[src/rcsc_defines.vh]
`ifndef RCSC_DEFINES_VH
`define RCSC_DEFINES_VH

// Register byte addresses on the APB
`define RCSC_ADDR_STATUS 12'h000
`define RCSC_ADDR_CTRL 12'h004
`define RCSC_ADDR_DEBUG 12'h008

// Reset cause bit positions
`define RCSC_BIT_POWER_ON 7
`define RCSC_BIT_PIN 6
`define RCSC_BIT_WATCHDOG 5
`define RCSC_BIT_BAD_OPCODE 4
`define RCSC_BIT_BAD_ADDRESS 3
`define RCSC_BIT_CLOCK_LOSS 2
`define RCSC_BIT_LOW_VOLTAGE 1

// Control register bit positions
`define RCSC_CTRL_WDOG_EN 0
`define RCSC_CTRL_STOP_ALLOW 1
`define RCSC_CTRL_BACKGROUND_ENTRY_INSTR_ALLOW 2
`define RCSC_CTRL_RESET 8'h01

// Watchdog service key bytes
`define RCSC_KEY_FIRST 8'h55
`define RCSC_KEY_SECOND 8'hAA

// Reset and cause encodings
`define RCSC_STATUS_POR 8'h82
`define RCSC_STATUS_ZERO 8'h00
`define RCSC_WDOG_TIMEOUT 16'hFFFF

`endif

[src/rcsc_watchdog_service.v]
`timescale 1ns/100ps
`include "rcsc_defines.vh"

module rcsc_watchdog_service (
	input wire pclk, // System clock
	input wire presetn, // Async reset, active low
	input wire wr_strobe, // One-cycle write to status address
	input wire [7:0] wr_byte, // Written byte
	input wire wdog_enable, // Watchdog enabled
	output reg service_pulse, // Key sequence completed
	output reg bad_write_pulse // Non-key value written while watchdog enabled
);
	reg key_armed;

	always @(posedge pclk or negedge presetn) begin
		if (!presetn) begin
			key_armed <= 1'b0;
			service_pulse <= 1'b0;
			bad_write_pulse <= 1'b0;
		end else begin
			service_pulse <= 1'b0;
			bad_write_pulse <= 1'b0;
			if (wr_strobe) begin
				if (wr_byte == `RCSC_KEY_FIRST) begin
					key_armed <= 1'b1;
				end else if (wr_byte == `RCSC_KEY_SECOND) begin
					service_pulse <= key_armed;
					key_armed <= 1'b0;
				end else begin
					key_armed <= 1'b0;
					bad_write_pulse <= wdog_enable;
				end
			end
		end
	end
endmodule // rcsc_watchdog_service

[src/rcsc_reset_cause.v]
// The placing of the registers and register access over APB were decided locally.
`timescale 1ns/100ps
`include "rcsc_defines.vh"

module rcsc_reset_cause #(
	parameter WDOG_WIDTH = 16, // Watchdog counter width
	parameter [15:0] WDOG_TIMEOUT = `RCSC_WDOG_TIMEOUT // Cycles to timeout
) (
	input wire pclk, // System clock
	input wire presetn, // Async reset, active low (power-on)
	input wire [11:0] paddr, // APB address
	input wire psel, // APB select
	input wire penable, // APB enable
	input wire pwrite, // APB direction
	input wire [31:0] pwdata, // APB write data
	output reg [31:0] prdata, // APB read data
	output wire pready, // APB ready
	output wire pslverr, // APB error
	input wire ext_reset_n, // External reset pin, active low
	input wire low_voltage_det, // Supply below threshold
	input wire clock_loss_det, // Clock monitor lost clock
	input wire bad_opcode_det, // Unimplemented opcode fetched
	input wire stop_instr_det, // Stop instruction executed
	input wire background_entry_instr_instr_det, // Background entry instruction executed
	input wire bad_address_det, // Unimplemented memory access
	output wire system_reset // Reset request to the chip, active high
);
	reg [7:0] reset_cause_status;
	reg [7:0] ctrl;
	reg debug_force_reset_bit;
	reg [WDOG_WIDTH-1:0] wdog_count;
	reg in_reset;
	reg [1:0] pin_sync;
	reg [1:0] lv_sync;
	reg [1:0] loc_sync;
	reg [1:0] op_sync;
	reg [1:0] stop_sync;
	reg [1:0] background_entry_instr_sync;
	reg [1:0] ad_sync;
	reg [7:0] next_status;
	reg [31:0] next_rdata;

	wire access = psel && penable;
	wire wr_status = access && pwrite && (paddr == `RCSC_ADDR_STATUS);
	wire wr_ctrl = access && pwrite && (paddr == `RCSC_ADDR_CTRL);
	wire wr_debug = access && pwrite && (paddr == `RCSC_ADDR_DEBUG);
	wire watchdog_enable_bit = ctrl[`RCSC_CTRL_WDOG_EN];
	wire stop_allow_bit = ctrl[`RCSC_CTRL_STOP_ALLOW];
	wire background_mode_allow_bit = ctrl[`RCSC_CTRL_BACKGROUND_ENTRY_INSTR_ALLOW];
	wire service_pulse;
	wire bad_write_pulse;
	wire wdog_expired;
	wire pin_src;
	wire opcode_src;
	wire address_src;
	wire any_src;

	assign pready = 1'b1;
	assign pslverr = 1'b0;

	// Every asynchronous source goes through two flops
	always @(posedge pclk or negedge presetn) begin
		if (!presetn) begin
			pin_sync <= 2'h0;
			lv_sync <= 2'h0;
			loc_sync <= 2'h0;
			op_sync <= 2'h0;
			stop_sync <= 2'h0;
			background_entry_instr_sync <= 2'h0;
			ad_sync <= 2'h0;
		end else begin
			pin_sync <= {pin_sync[0], ~ext_reset_n};
			lv_sync <= {lv_sync[0], low_voltage_det};
			loc_sync <= {loc_sync[0], clock_loss_det};
			op_sync <= {op_sync[0], bad_opcode_det};
			stop_sync <= {stop_sync[0], stop_instr_det};
			background_entry_instr_sync <= {background_entry_instr_sync[0], background_entry_instr_instr_det};
			ad_sync <= {ad_sync[0], bad_address_det};
		end
	end

	rcsc_watchdog_service u_service (
		.pclk(pclk),
		.presetn(presetn),
		.wr_strobe(wr_status),
		.wr_byte(pwdata[7:0]),
		.wdog_enable(watchdog_enable_bit),
		.service_pulse(service_pulse),
		.bad_write_pulse(bad_write_pulse)
	);

	assign wdog_expired = watchdog_enable_bit && (wdog_count == WDOG_TIMEOUT[WDOG_WIDTH-1:0]);
	assign pin_src = pin_sync[1];
	assign opcode_src = op_sync[1] || (stop_sync[1] && !stop_allow_bit)
		|| (background_entry_instr_sync[1] && !background_mode_allow_bit);
	assign address_src = ad_sync[1];
	assign any_src = pin_src || wdog_expired || bad_write_pulse || opcode_src || address_src
		|| loc_sync[1] || lv_sync[1] || debug_force_reset_bit;
	assign system_reset = in_reset;

	// Watchdog counter, restarted by the key sequence
	always @(posedge pclk or negedge presetn) begin
		if (!presetn) begin
			wdog_count <= {WDOG_WIDTH{1'b0}};
		end else if (!watchdog_enable_bit || service_pulse || in_reset) begin
			wdog_count <= {WDOG_WIDTH{1'b0}};
		end else if (!wdog_expired) begin
			wdog_count <= wdog_count + 1'b1;
		end
	end

	// Cause image captured at reset entry
	always @* begin
		next_status = `RCSC_STATUS_ZERO;
		if (lv_sync[1]) begin
			next_status[`RCSC_BIT_POWER_ON] = reset_cause_status[`RCSC_BIT_POWER_ON];
			next_status[`RCSC_BIT_LOW_VOLTAGE] = 1'b1;
		end else if (loc_sync[1]) begin
			next_status[`RCSC_BIT_CLOCK_LOSS] = 1'b1;
		end else if (!debug_force_reset_bit) begin
			next_status[`RCSC_BIT_PIN] = pin_src;
			next_status[`RCSC_BIT_WATCHDOG] = wdog_expired || bad_write_pulse;
			next_status[`RCSC_BIT_BAD_OPCODE] = opcode_src;
			next_status[`RCSC_BIT_BAD_ADDRESS] = address_src;
		end
	end

	// Status only changes on reset entry, never on a bus write
	always @(posedge pclk or negedge presetn) begin
		if (!presetn) begin
			reset_cause_status <= `RCSC_STATUS_POR;
			in_reset <= 1'b0;
		end else begin
			in_reset <= any_src;
			if (any_src && !in_reset) begin
				reset_cause_status <= next_status;
			end
		end
	end

	// Control registers return to defaults on any chip reset
	always @(posedge pclk or negedge presetn) begin
		if (!presetn) begin
			ctrl <= `RCSC_CTRL_RESET;
			debug_force_reset_bit <= 1'b0;
		end else if (in_reset) begin
			ctrl <= `RCSC_CTRL_RESET;
			debug_force_reset_bit <= 1'b0;
		end else begin
			if (wr_ctrl) begin
				ctrl <= {5'h00, pwdata[2:0]};
			end
			if (wr_debug) begin
				debug_force_reset_bit <= pwdata[0];
			end
		end
	end

	always @* begin
		next_rdata = 32'h00000000;
		case (paddr)
			`RCSC_ADDR_STATUS: next_rdata = {24'h000000, reset_cause_status[7:1], 1'b0};
			`RCSC_ADDR_CTRL: next_rdata = {24'h000000, ctrl};
			default: next_rdata = 32'h00000000;
		endcase
	end

	always @(posedge pclk or negedge presetn) begin
		if (!presetn) begin
			prdata <= 32'h00000000;
		end else if (psel && !penable && !pwrite) begin
			prdata <= next_rdata;
		end
	end
endmodule // rcsc_reset_cause

[config.mk]
export PLATFORM = sky130hd
export DESIGN_NAME = rcsc_reset_cause
export DESIGN_NICKNAME = d
export VERILOG_FILES = /design/src/rcsc_watchdog_service.v /design/src/rcsc_reset_cause.v
export VERILOG_INCLUDE_DIRS = /design/src
export SDC_FILE = /design/constraint.sdc
export NUM_CORES = 1
export LEC_CHECK = 0
export BUFFER_PORTS_ARGS = -buffer_cell sky130_fd_sc_hd__buf_2
export CAP_MARGIN = 0
export CORE_MARGIN = 2
export CORE_UTILIZATION = 45
export DETAILED_ROUTE_END_ITERATION = 10
export MAX_ROUTING_LAYER = met4
export PLACE_DENSITY = 0.76
export SLEW_MARGIN = 25
export SYNTH_ARGS = -nofsm -noshare
export SYNTH_HDL_FRONTEND = slang
export SYNTH_HIERARCHICAL = 1
export SYNTH_SLANG_ARGS = --single-unit
export TNS_END_PERCENT = 100
[constraint.sdc]
create_clock -name pclk -period 2.55 [get_ports pclk]
set_input_delay 0 -clock pclk [delete_from_list [all_inputs] [get_ports pclk]]
set_output_delay 0 -clock pclk [all_outputs]
set_load 0.1 [all_outputs]
==> report_table.html, run 1 <==
<table>
<tr><th>Metric</th><th>Value</th></tr>
<tr><th colspan="2">Outcome</th></tr>
<tr><td>Result of the run</td><td>finished clean</td></tr>
<tr><th colspan="2">Routing</th></tr>
<tr><td>Detail-routed net length per standard cell</td><td>approximately 12 um</td></tr>
<tr><td>DRT Wirelength</td><td>4.375 mm</td></tr>
<tr><td>DRT Pass-1 Iters</td><td>4</td></tr>
<tr><td>Initial DRC Count</td><td>around 90</td></tr>
<tr><td>Antenna-violating nets left</td><td>0</td></tr>
<tr><td>Number of vias after detailed routing</td><td>~1800</td></tr>
<tr><td>Number of remaining DRC errors</td><td>0</td></tr>
<tr><td>Ratio of routed vias to standard cells</td><td>4.972</td></tr>
<tr><th colspan="2">Clock tree</th></tr>
<tr><td>Buffers from clock root to sink, at most</td><td>2</td></tr>
<tr><td>Cell at the root of the clock tree</td><td>sky130_fd_sc_hd__clkbuf_8</td></tr>
<tr><td>Post-CTS setup buffer count</td><td>0</td></tr>
<tr><td>Clock slew at reported path FFs</td><td>around 0.09 ns</td></tr>
<tr><td>Number of clock sinks</td><td>between 50 and 60</td></tr>
<tr><td>H-tree depth</td><td>2</td></tr>
<tr><td>CTS Buf Count</td><td>5</td></tr>
<tr><td>Insertion delay to the later sink of the worst-skew pair</td><td>around 0.31 ns</td></tr>
<tr><td>Number of gates resized after cts</td><td>0</td></tr>
<tr><td>Post-CTS Hold Fix Bufs</td><td>11</td></tr>
<tr><td>CTS tree</td><td>built</td></tr>
<tr><th colspan="2">Global route</th></tr>
<tr><td>GR Util met2</td><td>between 20% and 30%</td></tr>
<tr><td>Largest net degree at the start of global routing</td><td>29</td></tr>
<tr><td>Via count of the first global-routing pass</td><td>between 1500 and 2000</td></tr>
<tr><td>GRT met3 Usage</td><td>3.409%</td></tr>
<tr><td>Busiest grt layer</td><td>met2</td></tr>
<tr><td>Met1 routing resource usage after global routing</td><td>around a fifth</td></tr>
<tr><td>First-pass GRT wire length</td><td>7.728 mm</td></tr>
<tr><td>Total global-route track usage</td><td>approximately 16%</td></tr>
<tr><td>Grt ovf</td><td>0</td></tr>
<tr><td>Number of antenna violations at the first check in global routing</td><td>0</td></tr>
<tr><th colspan="2">Setup path</th></tr>
<tr><td>Arr. time, crit path</td><td>~2.3 ns</td></tr>
<tr><td>Critical-path maximum fanout</td><td>6</td></tr>
<tr><td>Worst path required time</td><td>approximately 2.8 ns</td></tr>
<tr><td>Worst-case reg-to-reg path depth</td><td>6</td></tr>
<tr><td>Slack of the worst reg-to-reg path</td><td>approximately 0.47 ns</td></tr>
<tr><td>Crit path capture</td><td>reset_cause_status[2]</td></tr>
<tr><td>Worst path depth</td><td>6</td></tr>
<tr><td>Critical path class</td><td>flip-flop to flip-flop</td></tr>
<tr><td>Reg-to-Reg Start</td><td>wdog_count[0]</td></tr>
<tr><td>Sort of element at the end of the critical path</td><td>flip-flop</td></tr>
<tr><td>Longest individual stage delay on the worst path</td><td>approximately 0.45 ns</td></tr>
<tr><td>Cells traversed along the worst timing path</td><td>ha_1 -&gt; inv_1 -&gt; nor4_2 -&gt; nand2_1 -&gt; o21a_1 -&gt; mux2_2</td></tr>
<tr><td>Combined buffer and inverter count along the critical path</td><td>1</td></tr>
<tr><td>Beginning of the critical path</td><td>wdog_count[0]</td></tr>
<tr><td>FF-to-FF End</td><td>reset_cause_status[2]</td></tr>
<tr><td>Family with the most delay on the worst path</td><td>simple AND/OR/NAND/NOR gates</td></tr>
<tr><td>Startpoint kind of the worst setup timing path</td><td>flip-flop</td></tr>
<tr><td>CP max stage cell</td><td>sky130_fd_sc_hd__dfrtp_1</td></tr>
<tr><th colspan="2">Place</th></tr>
<tr><td>Number of buffers added on ports</td><td>40</td></tr>
<tr><td>Placer's final routability congestion estimate</td><td>between 0.8 and 0.9</td></tr>
<tr><td>Area of placed instances</td><td>~0.0027 mm2</td></tr>
<tr><td>Minimum setup slack after placement</td><td>between 0.5 and 0.6 ns</td></tr>
<tr><td>Half-perimeter wire length of the detailed placement result</td><td>3.267 mm</td></tr>
<tr><td>Cells after DPL</td><td>335</td></tr>
<tr><th colspan="2">Floorplan</th></tr>
<tr><td>Die W</td><td>roughly 79 um</td></tr>
<tr><td>Core Area</td><td>0.005473 mm2</td></tr>
<tr><td>Chip height</td><td>approximately 79 um</td></tr>
<tr><td>I/O Pins</td><td>a little over 90</td></tr>
<tr><td>Area of the die</td><td>0.006238 mm2</td></tr>
<tr><td>Total number of placement rows</td><td>27</td></tr>
<tr><td>Starting density of the core</td><td>about 46%</td></tr>
<tr><th colspan="2">STA</th></tr>
<tr><td>Worst Hold Margin</td><td>~0.033 ns</td></tr>
<tr><td>RSZ-0062 raised after global routing</td><td>no</td></tr>
<tr><td>Crit path setup slack, layout</td><td>0.4666 ns</td></tr>
<tr><td>Worst clock skew on the final layout</td><td>between 0.007 and 0.008 ns</td></tr>
<tr><td>Final worst path period share</td><td>81.70%</td></tr>
<tr><td>Total Negative Setup Slacks</td><td>0 ns</td></tr>
<tr><td>Worst slew slack as a fraction of its limit</td><td>roughly three fifths</td></tr>
<tr><td>Total count of hold-check failures in the final report</td><td>0</td></tr>
<tr><td>Worst slew pin tran</td><td>0.5774 ns</td></tr>
<tr><td>Highest clock rate</td><td>between 400 and 500 MHz</td></tr>
<tr><td>Final setup violation count</td><td>0</td></tr>
<tr><td>Slew Viols, Final</td><td>0</td></tr>
<tr><td>Shortest period the worst path allows</td><td>about 2.1 ns</td></tr>
<tr><th colspan="2">Run</th></tr>
<tr><td>Reported max-cap violation count</td><td>0</td></tr>
<tr><th colspan="2">Logic synthesis</th></tr>
<tr><td>Total standard cell area after synthesis</td><td>approximately 0.0025 mm2</td></tr>
<tr><td>Post-synth EDFFs</td><td>0</td></tr>
<tr><td>Synth Flop Type</td><td>sky130_fd_sc_hd__dfrtp_1</td></tr>
<tr><td>Share of the synthesized area in the top cell type</td><td>49.46%</td></tr>
<tr><td>Post-synth cell types</td><td>approximately 50</td></tr>
<tr><td>Cell count after synthesis</td><td>230</td></tr>
<tr><td>Flop and latch count out of synthesis</td><td>53</td></tr>
<tr><td>Fraction of synthesis flops using an asynchronous set or reset pin</td><td>100.0%</td></tr>
<tr><td>Syn avg cell area</td><td>around 11 um2</td></tr>
<tr><td>Biggest area consumer among synthesized cells</td><td>sky130_fd_sc_hd__dfrtp_1</td></tr>
<tr><td>Main area contributors after synthesis</td><td>sky130_fd_sc_hd__dfrtp_1 49%, sky130_fd_sc_hd__buf_4 7.7%, sky130_fd_sc_hd__nor2_1 3.4%</td></tr>
<tr><td>Seq/Total Area, Yosys</td><td>a little over half</td></tr>
<tr><td>Number of warnings issued by yosys</td><td>6</td></tr>
<tr><th colspan="2">Pwr</th></tr>
<tr><td>Maximum vdd drop</td><td>0.3147 mV</td></tr>
<tr><td>Static Leakage</td><td>approximately 1.3 nW</td></tr>
<tr><td>P per Cell Area</td><td>558.2 mW/mm2</td></tr>
<tr><th colspan="2">Layout</th></tr>
<tr><td>Fin area</td><td>a little under 0.003 mm2</td></tr>
<tr><td>Share of cells above drive strength 1</td><td>about a quarter</td></tr>
<tr><td>Commonest non-fill, non-tap cell in the layout</td><td>sky130_fd_sc_hd__dfrtp_1</td></tr>
<tr><td>Final instance count without filler cells</td><td>between 300 and 400</td></tr>
<tr><td>Synth-to-layout area growth</td><td>15.03%</td></tr>
<tr><td>Register cell area after layout</td><td>about 0.0013 mm2</td></tr>
<tr><td>Commonest cells after routing, fill and taps aside</td><td>50 x sky130_fd_sc_hd__dfrtp_1, 40 x sky130_fd_sc_hd__buf_2, 26 x sky130_fd_sc_hd__conb_1</td></tr>
<tr><td>Area of the multi-input gates</td><td>just over 0.001 mm2</td></tr>
<tr><td># fillers</td><td>between 500 and 600</td></tr>
<tr><td>Post-layout nets</td><td>approximately 340</td></tr>
<tr><td>Diodes inserted</td><td>0</td></tr>
<tr><th colspan="2">Min path</th></tr>
<tr><td>Hold path depth</td><td>3</td></tr>
<tr><td>Class of the tightest hold or removal check</td><td>primary input to flip-flop</td></tr>
</table>
sequential cells by signal, indices dropped and copies added (netlist names), 3 cells and up:
signal and count:
reset_cause_status 7, ctrl 3, wdog_count 16, prdata 8
worst min-delay path by stage:
stage	startpoint	end	slack (ns)
final	paddr[2]	prdata[0]	0.03
after global routing	paddr[2]	prdata[0]	0.05
after CTS	paddr[2]	prdata[0]	0.02
after detailed placement	presetn	wdog_count[5]	0.04
after global placement	presetn	wdog_count[3]	0.04
after floorplan	presetn	ad_sync[0]	-0.30
worst reg2reg max path: stages, from the launching register on:
cell                      delay, ns
sky130_fd_sc_hd__dfrtp_1       0.45
sky130_fd_sc_hd__ha_1          0.26
sky130_fd_sc_hd__inv_1         0.11
sky130_fd_sc_hd__nor4_2        0.35
sky130_fd_sc_hd__nand2_1       0.22
sky130_fd_sc_hd__o21a_1        0.30
sky130_fd_sc_hd__mux2_2        0.30
layout make-up:
cell class	instances	share of cell area [%]
Multi-Input combinational cell	160	35.55
Tap cell	72	3.095
Clock buffer	6	2.837
Sequential cell	53	45.70
Timing Repair Buffer	53	11.18
Clock inverter	2	0.6019
Inverter	8	1.032
where the power goes:
part	switching, mW	internal (mW)	leakage, nW
registers	0.0112	0.863	0.684
clock network	0.275	0.225	0.0518
logic	0.207	0.0437	0.576
metrics by stage:
step,utilization (%),total power [mW]
finish,53.18,1.625
global route,53.18,1.692
CTS,53.18,1.643
detailed placement,49.34,1.128
global placement,49.34,1.125
floorplan,-,1.109
cells by family (layout without fill, tap and decap cells):
| group | after synthesis | after routing | share of synthesized area (%) |
|---|---|---|---|
| compound gates | 33 | 33 | 9.991 |
| xor+xnor | 13 | 13 | 4.501 |
| fa+ha+maj | 1 | 1 | 0.4945 |
| buf+inv | 41 | 69 | 10.09 |
| flops | 53 | 53 | 52.57 |
| mux | 7 | 7 | 2.868 |
| other cells | 2 | 26 | 0.2968 |
| simple gates | 80 | 80 | 19.19 |
synth_stat cells, drive strengths merged (3+ instances only):
cell type	count
and2	3
nand4	8
a21oi	6
dfrtp	50
nor3	4
and4bb	4
dfstp	3
xnor2	8
a22o	7
o21ai	6
buf	29
nand2	14
xor2	5
nor4	4
nor2	24
nand3	6
clkbuf	4
mux2i	5
inv	8
routing by layer:
metal  share of wire [%]  wire length, um
met4                 1.4               62
met5                   0                0
met2                  49             2133
met1                  44             1942
met3                 5.4              236
Power figures use the tool's default switching activity.
==> run 2, diff against run 1 <==
--- a/config.mk
+++ b/config.mk
@@ -12,7 +12,7 @@
 export CORE_UTILIZATION = 45
 export DETAILED_ROUTE_END_ITERATION = 10
 export MAX_ROUTING_LAYER = met4
-export PLACE_DENSITY = 0.76
+export PLACE_DENSITY = 0.78
 export SLEW_MARGIN = 25
 export SYNTH_ARGS = -nofsm -noshare
 export SYNTH_HDL_FRONTEND = slang
==> constraint.sdc (replaced) <==
create_clock -name pclk -period 1.8 [get_ports pclk]
set_input_delay 0 -clock pclk [delete_from_list [all_inputs] [get_ports pclk]]
set_output_delay 0 -clock pclk [all_outputs]
set_load 0.1 [all_outputs]
==> run 2 against run 1 <==
Die area stayed put. Sequential cell count stayed put. First-iteration DRC count is 35% higher. Combinational power is 44% higher. Largest power group unchanged.
==> report_table.html, run 2 (synthesis results as in run 1) <==
<table>
<tr><th>Metric</th><th>Value</th></tr>
<tr><th colspan="2">Setup path</th></tr>
<tr><td>Sort of element at the end of the critical path</td><td>flip-flop</td></tr>
<tr><td>Critical-path maximum fanout</td><td>7</td></tr>
<tr><td>Worst path required time</td><td>about 2.0 ns</td></tr>
<tr><td>Slack of the worst reg-to-reg path</td><td>0.13 ns</td></tr>
<tr><td>FF-to-FF End</td><td>wdog_count[10]</td></tr>
<tr><td>Critical path class</td><td>flip-flop to flip-flop</td></tr>
<tr><td>Arr. time, crit path</td><td>~1.9 ns</td></tr>
<tr><td>Startpoint kind of the worst setup timing path</td><td>flip-flop</td></tr>
<tr><td>Reg-to-Reg Start</td><td>wdog_count[12]</td></tr>
<tr><td>Worst-case reg-to-reg path depth</td><td>6</td></tr>
<tr><th colspan="2">Layout</th></tr>
<tr><td>Flip-flop count of the largest register, all copies and words added</td><td>16</td></tr>
<tr><td>Commonest cells after routing, fill and taps aside</td><td>49 x sky130_fd_sc_hd__dfrtp_1, 40 x sky130_fd_sc_hd__buf_2, 26 x sky130_fd_sc_hd__conb_1</td></tr>
<tr><td>Synth-to-layout area growth</td><td>21.27%</td></tr>
<tr><td>Commonest non-fill, non-tap cell in the layout</td><td>sky130_fd_sc_hd__dfrtp_1</td></tr>
<tr><td>Regs by FF count</td><td>wdog_count x16, prdata x8, reset_cause_status x7</td></tr>
<tr><td>Post-layout nets</td><td>351</td></tr>
<tr><td># fillers</td><td>roughly 490</td></tr>
<tr><td>Final instance count without filler cells</td><td>approximately 370</td></tr>
<tr><td>Diodes inserted</td><td>0</td></tr>
<tr><td>Share of cells above drive strength 1</td><td>a little under a third</td></tr>
<tr><td>Top register by number of flip-flops</td><td>wdog_count</td></tr>
<tr><th colspan="2">Min path</th></tr>
<tr><td>Class of the tightest hold or removal check</td><td>primary input to flip-flop</td></tr>
<tr><td>Worst Min Path Start</td><td>pwdata[2]</td></tr>
<tr><td>Sink of the worst hold path</td><td>ctrl[2]</td></tr>
<tr><td>Hold path depth</td><td>3</td></tr>
<tr><th colspan="2">Routing</th></tr>
<tr><td>Number of vias after detailed routing</td><td>~1800</td></tr>
<tr><td>Antenna-violating nets left</td><td>0</td></tr>
<tr><td>Initial DRC Count</td><td>119</td></tr>
<tr><td>Detail-routed net length per standard cell</td><td>~12 um</td></tr>
<tr><td>Ratio of routed vias to standard cells</td><td>just under 5</td></tr>
<tr><td>DRT Wirelength</td><td>4.514 mm</td></tr>
<tr><td>DRT Pass-1 Iters</td><td>4</td></tr>
<tr><td>Number of remaining DRC errors</td><td>0</td></tr>
<tr><th colspan="2">Pwr</th></tr>
<tr><td>Static Leakage</td><td>1.413 nW</td></tr>
<tr><td>Power Total</td><td>roughly 2.4 mW</td></tr>
<tr><td>P per Cell Area</td><td>slightly below 800 mW/mm2</td></tr>
<tr><td>Maximum vdd drop</td><td>0.5800 mV</td></tr>
<tr><th colspan="2">STA</th></tr>
<tr><td>Final setup violation count</td><td>0</td></tr>
<tr><td>Worst clock skew on the final layout</td><td>between 0.01 and 0.015 ns</td></tr>
<tr><td>Worst slew slack as a fraction of its limit</td><td>between 60% and 70%</td></tr>
<tr><td>Worst slew pin tran</td><td>approximately 0.54 ns</td></tr>
<tr><td>Total count of hold-check failures in the final report</td><td>0</td></tr>
<tr><td>Highest clock rate</td><td>~600 MHz</td></tr>
<tr><td>Final worst path period share</td><td>93.03%</td></tr>
<tr><td>Shortest period the worst path allows</td><td>1.674 ns</td></tr>
<tr><td>Slew Viols, Final</td><td>0</td></tr>
<tr><th colspan="2">Floorplan</th></tr>
<tr><td>Core Area</td><td>approximately 0.0055 mm2</td></tr>
<tr><td>Area of the die</td><td>a little over 0.006 mm2</td></tr>
<tr><td>Starting density of the core</td><td>between 40% and 50%</td></tr>
<tr><td>Die W</td><td>just under 80 um</td></tr>
<tr><td>I/O Pins</td><td>between 90 and 100</td></tr>
<tr><td>Total number of placement rows</td><td>27</td></tr>
<tr><td>Chip height</td><td>78.98 um</td></tr>
<tr><th colspan="2">Place</th></tr>
<tr><td>Half-perimeter wire length of the detailed placement result</td><td>about 3.3 mm</td></tr>
<tr><td>Placer's final routability congestion estimate</td><td>0.8239</td></tr>
<tr><td>Cells after DPL</td><td>between 300 and 400</td></tr>
<tr><td>Number of buffers added on ports</td><td>40</td></tr>
<tr><th colspan="2">Global route</th></tr>
<tr><td>Total global-route track usage</td><td>between 10% and 20%</td></tr>
<tr><td>Via count of the first global-routing pass</td><td>1764</td></tr>
<tr><td>Largest net degree at the start of global routing</td><td>31</td></tr>
<tr><td>First-pass GRT wire length</td><td>between 7 and 8 mm</td></tr>
<tr><td>Number of antenna violations at the first check in global routing</td><td>0</td></tr>
<tr><td>Grt ovf</td><td>0</td></tr>
<tr><th colspan="2">Outcome</th></tr>
<tr><td>Result of the run</td><td>finished clean</td></tr>
<tr><th colspan="2">Clock tree</th></tr>
<tr><td>Buffers from clock root to sink, at most</td><td>2</td></tr>
<tr><td>Insertion delay to the later sink of the worst-skew pair</td><td>between 0.3 and 0.4 ns</td></tr>
<tr><td>Number of clock sinks</td><td>53</td></tr>
<tr><td>CTS Buf Count</td><td>5</td></tr>
<tr><td>Clock slew at reported path FFs</td><td>around 0.09 ns</td></tr>
<tr><td>Cell at the root of the clock tree</td><td>sky130_fd_sc_hd__clkbuf_8</td></tr>
<tr><td>CTS tree</td><td>built</td></tr>
<tr><td>H-tree depth</td><td>2</td></tr>
<tr><th colspan="2">Run</th></tr>
<tr><td>Reported max-cap violation count</td><td>0</td></tr>
</table>
## run 2: cell count changes in the layout (fill, tap and decap cells not counted), sizes merged
| cell | before | now |
|---|---|---|
| dlygate4sd3 | 11 | 10 |
| clkinv | 1 | 0 |
| buf | 42 | 56 |
| bufinv | 0 | 1 |
## run 2: layer usage
layer | GRT usage [%] | wire length [um]
met1 | 21.81 | 2052
met2 | 25.68 | 2206
met3 | 2.841 | 172
met4 | 6.897 | 84
met5 | - | 0
## run 2: through the flow
| step | cell area [um2] | setup TNS (ns) | util, % | setup WS, ns | hold WS (ns) |
|---|---|---|---|---|---|
| after floorplan | 2625 | 0 | - | 0.006721 | -0.2956 |
| after global placement | 2821 | 0 | 51.55 | 0.1056 | 0.009105 |
| after detailed placement | 2821 | 0 | 51.55 | 0.07653 | 0.02146 |
| after CTS | 3033 | 0 | 55.42 | 0.04823 | 0.008188 |
| after global routing | 3068 | -0.001526 | 56.06 | -0.001526 | 0.06170 |
| final | 3068 | 0 | 56.06 | 0.1255 | 0.0005911 |
## run 2: power by group
part / switching, mW / internal (mW)
clock: 0.394 / 0.420
sequential: 0.0158 / 1.22
combinational: 0.293 / 0.0666
total: 0.703 / 1.71
## run 2: area by class of cell
| cell class | instances | area [um2] | share of cell area, % |
|---|---|---|---|
| tap | 72 | 90.09 | 2.936 |
| clock inverter | 2 | 38.79 | 1.264 |
| multi-input combinational | 160 | 1070 | 34.87 |
| clock buffer | 6 | 72.57 | 2.365 |
| sequential | 53 | 1334 | 43.47 |
| timing repair buffer | 66 | 432.9 | 14.11 |
| inverter | 8 | 30.03 | 0.9788 |
## run 2: worst max-delay path by stage
| stage | from | end | slack (ns) | depth (start not counted) |
|---|---|---|---|---|
| 2_1_floorplan | system_reset | wdog_count[0] | 0.007 | 5 |
| 3_3_place_gp | wdog_count[0] | wdog_count[7] | 0.11 | 7 |
| 3_5_place_dp | ctrl[1] | reset_cause_status[2] | 0.08 | 5 |
| 4_1_cts | wdog_count[0] | wdog_count[7] | 0.05 | 7 |
| 5_1_grt | wdog_count[2] | wdog_count[14] | -0.002 | 7 |
| 6_report | wdog_count[12] | wdog_count[10] | 0.13 | 6 |
## run 2: timing repair
action | 4_1_cts | 5_1_grt
gates resized for setup | 0 | 7
endpoints found under the setup margin | 0 | 4
endpoints found under the hold margin | 33 | 0
hold buffers | 10 | 0
setup buffers | 0 | 0
## run 2: worst max-delay path: stages (launching register included)
cell and delay (ns):
sky130_fd_sc_hd__dfrtp_1 0.42, sky130_fd_sc_hd__and3_1 0.19, sky130_fd_sc_hd__and2_2 0.21, sky130_fd_sc_hd__buf_4 0.17, sky130_fd_sc_hd__a2111oi_2 0.36, sky130_fd_sc_hd__xnor2_1 0.16
sky130_fd_sc_hd__nor2_1 0.05
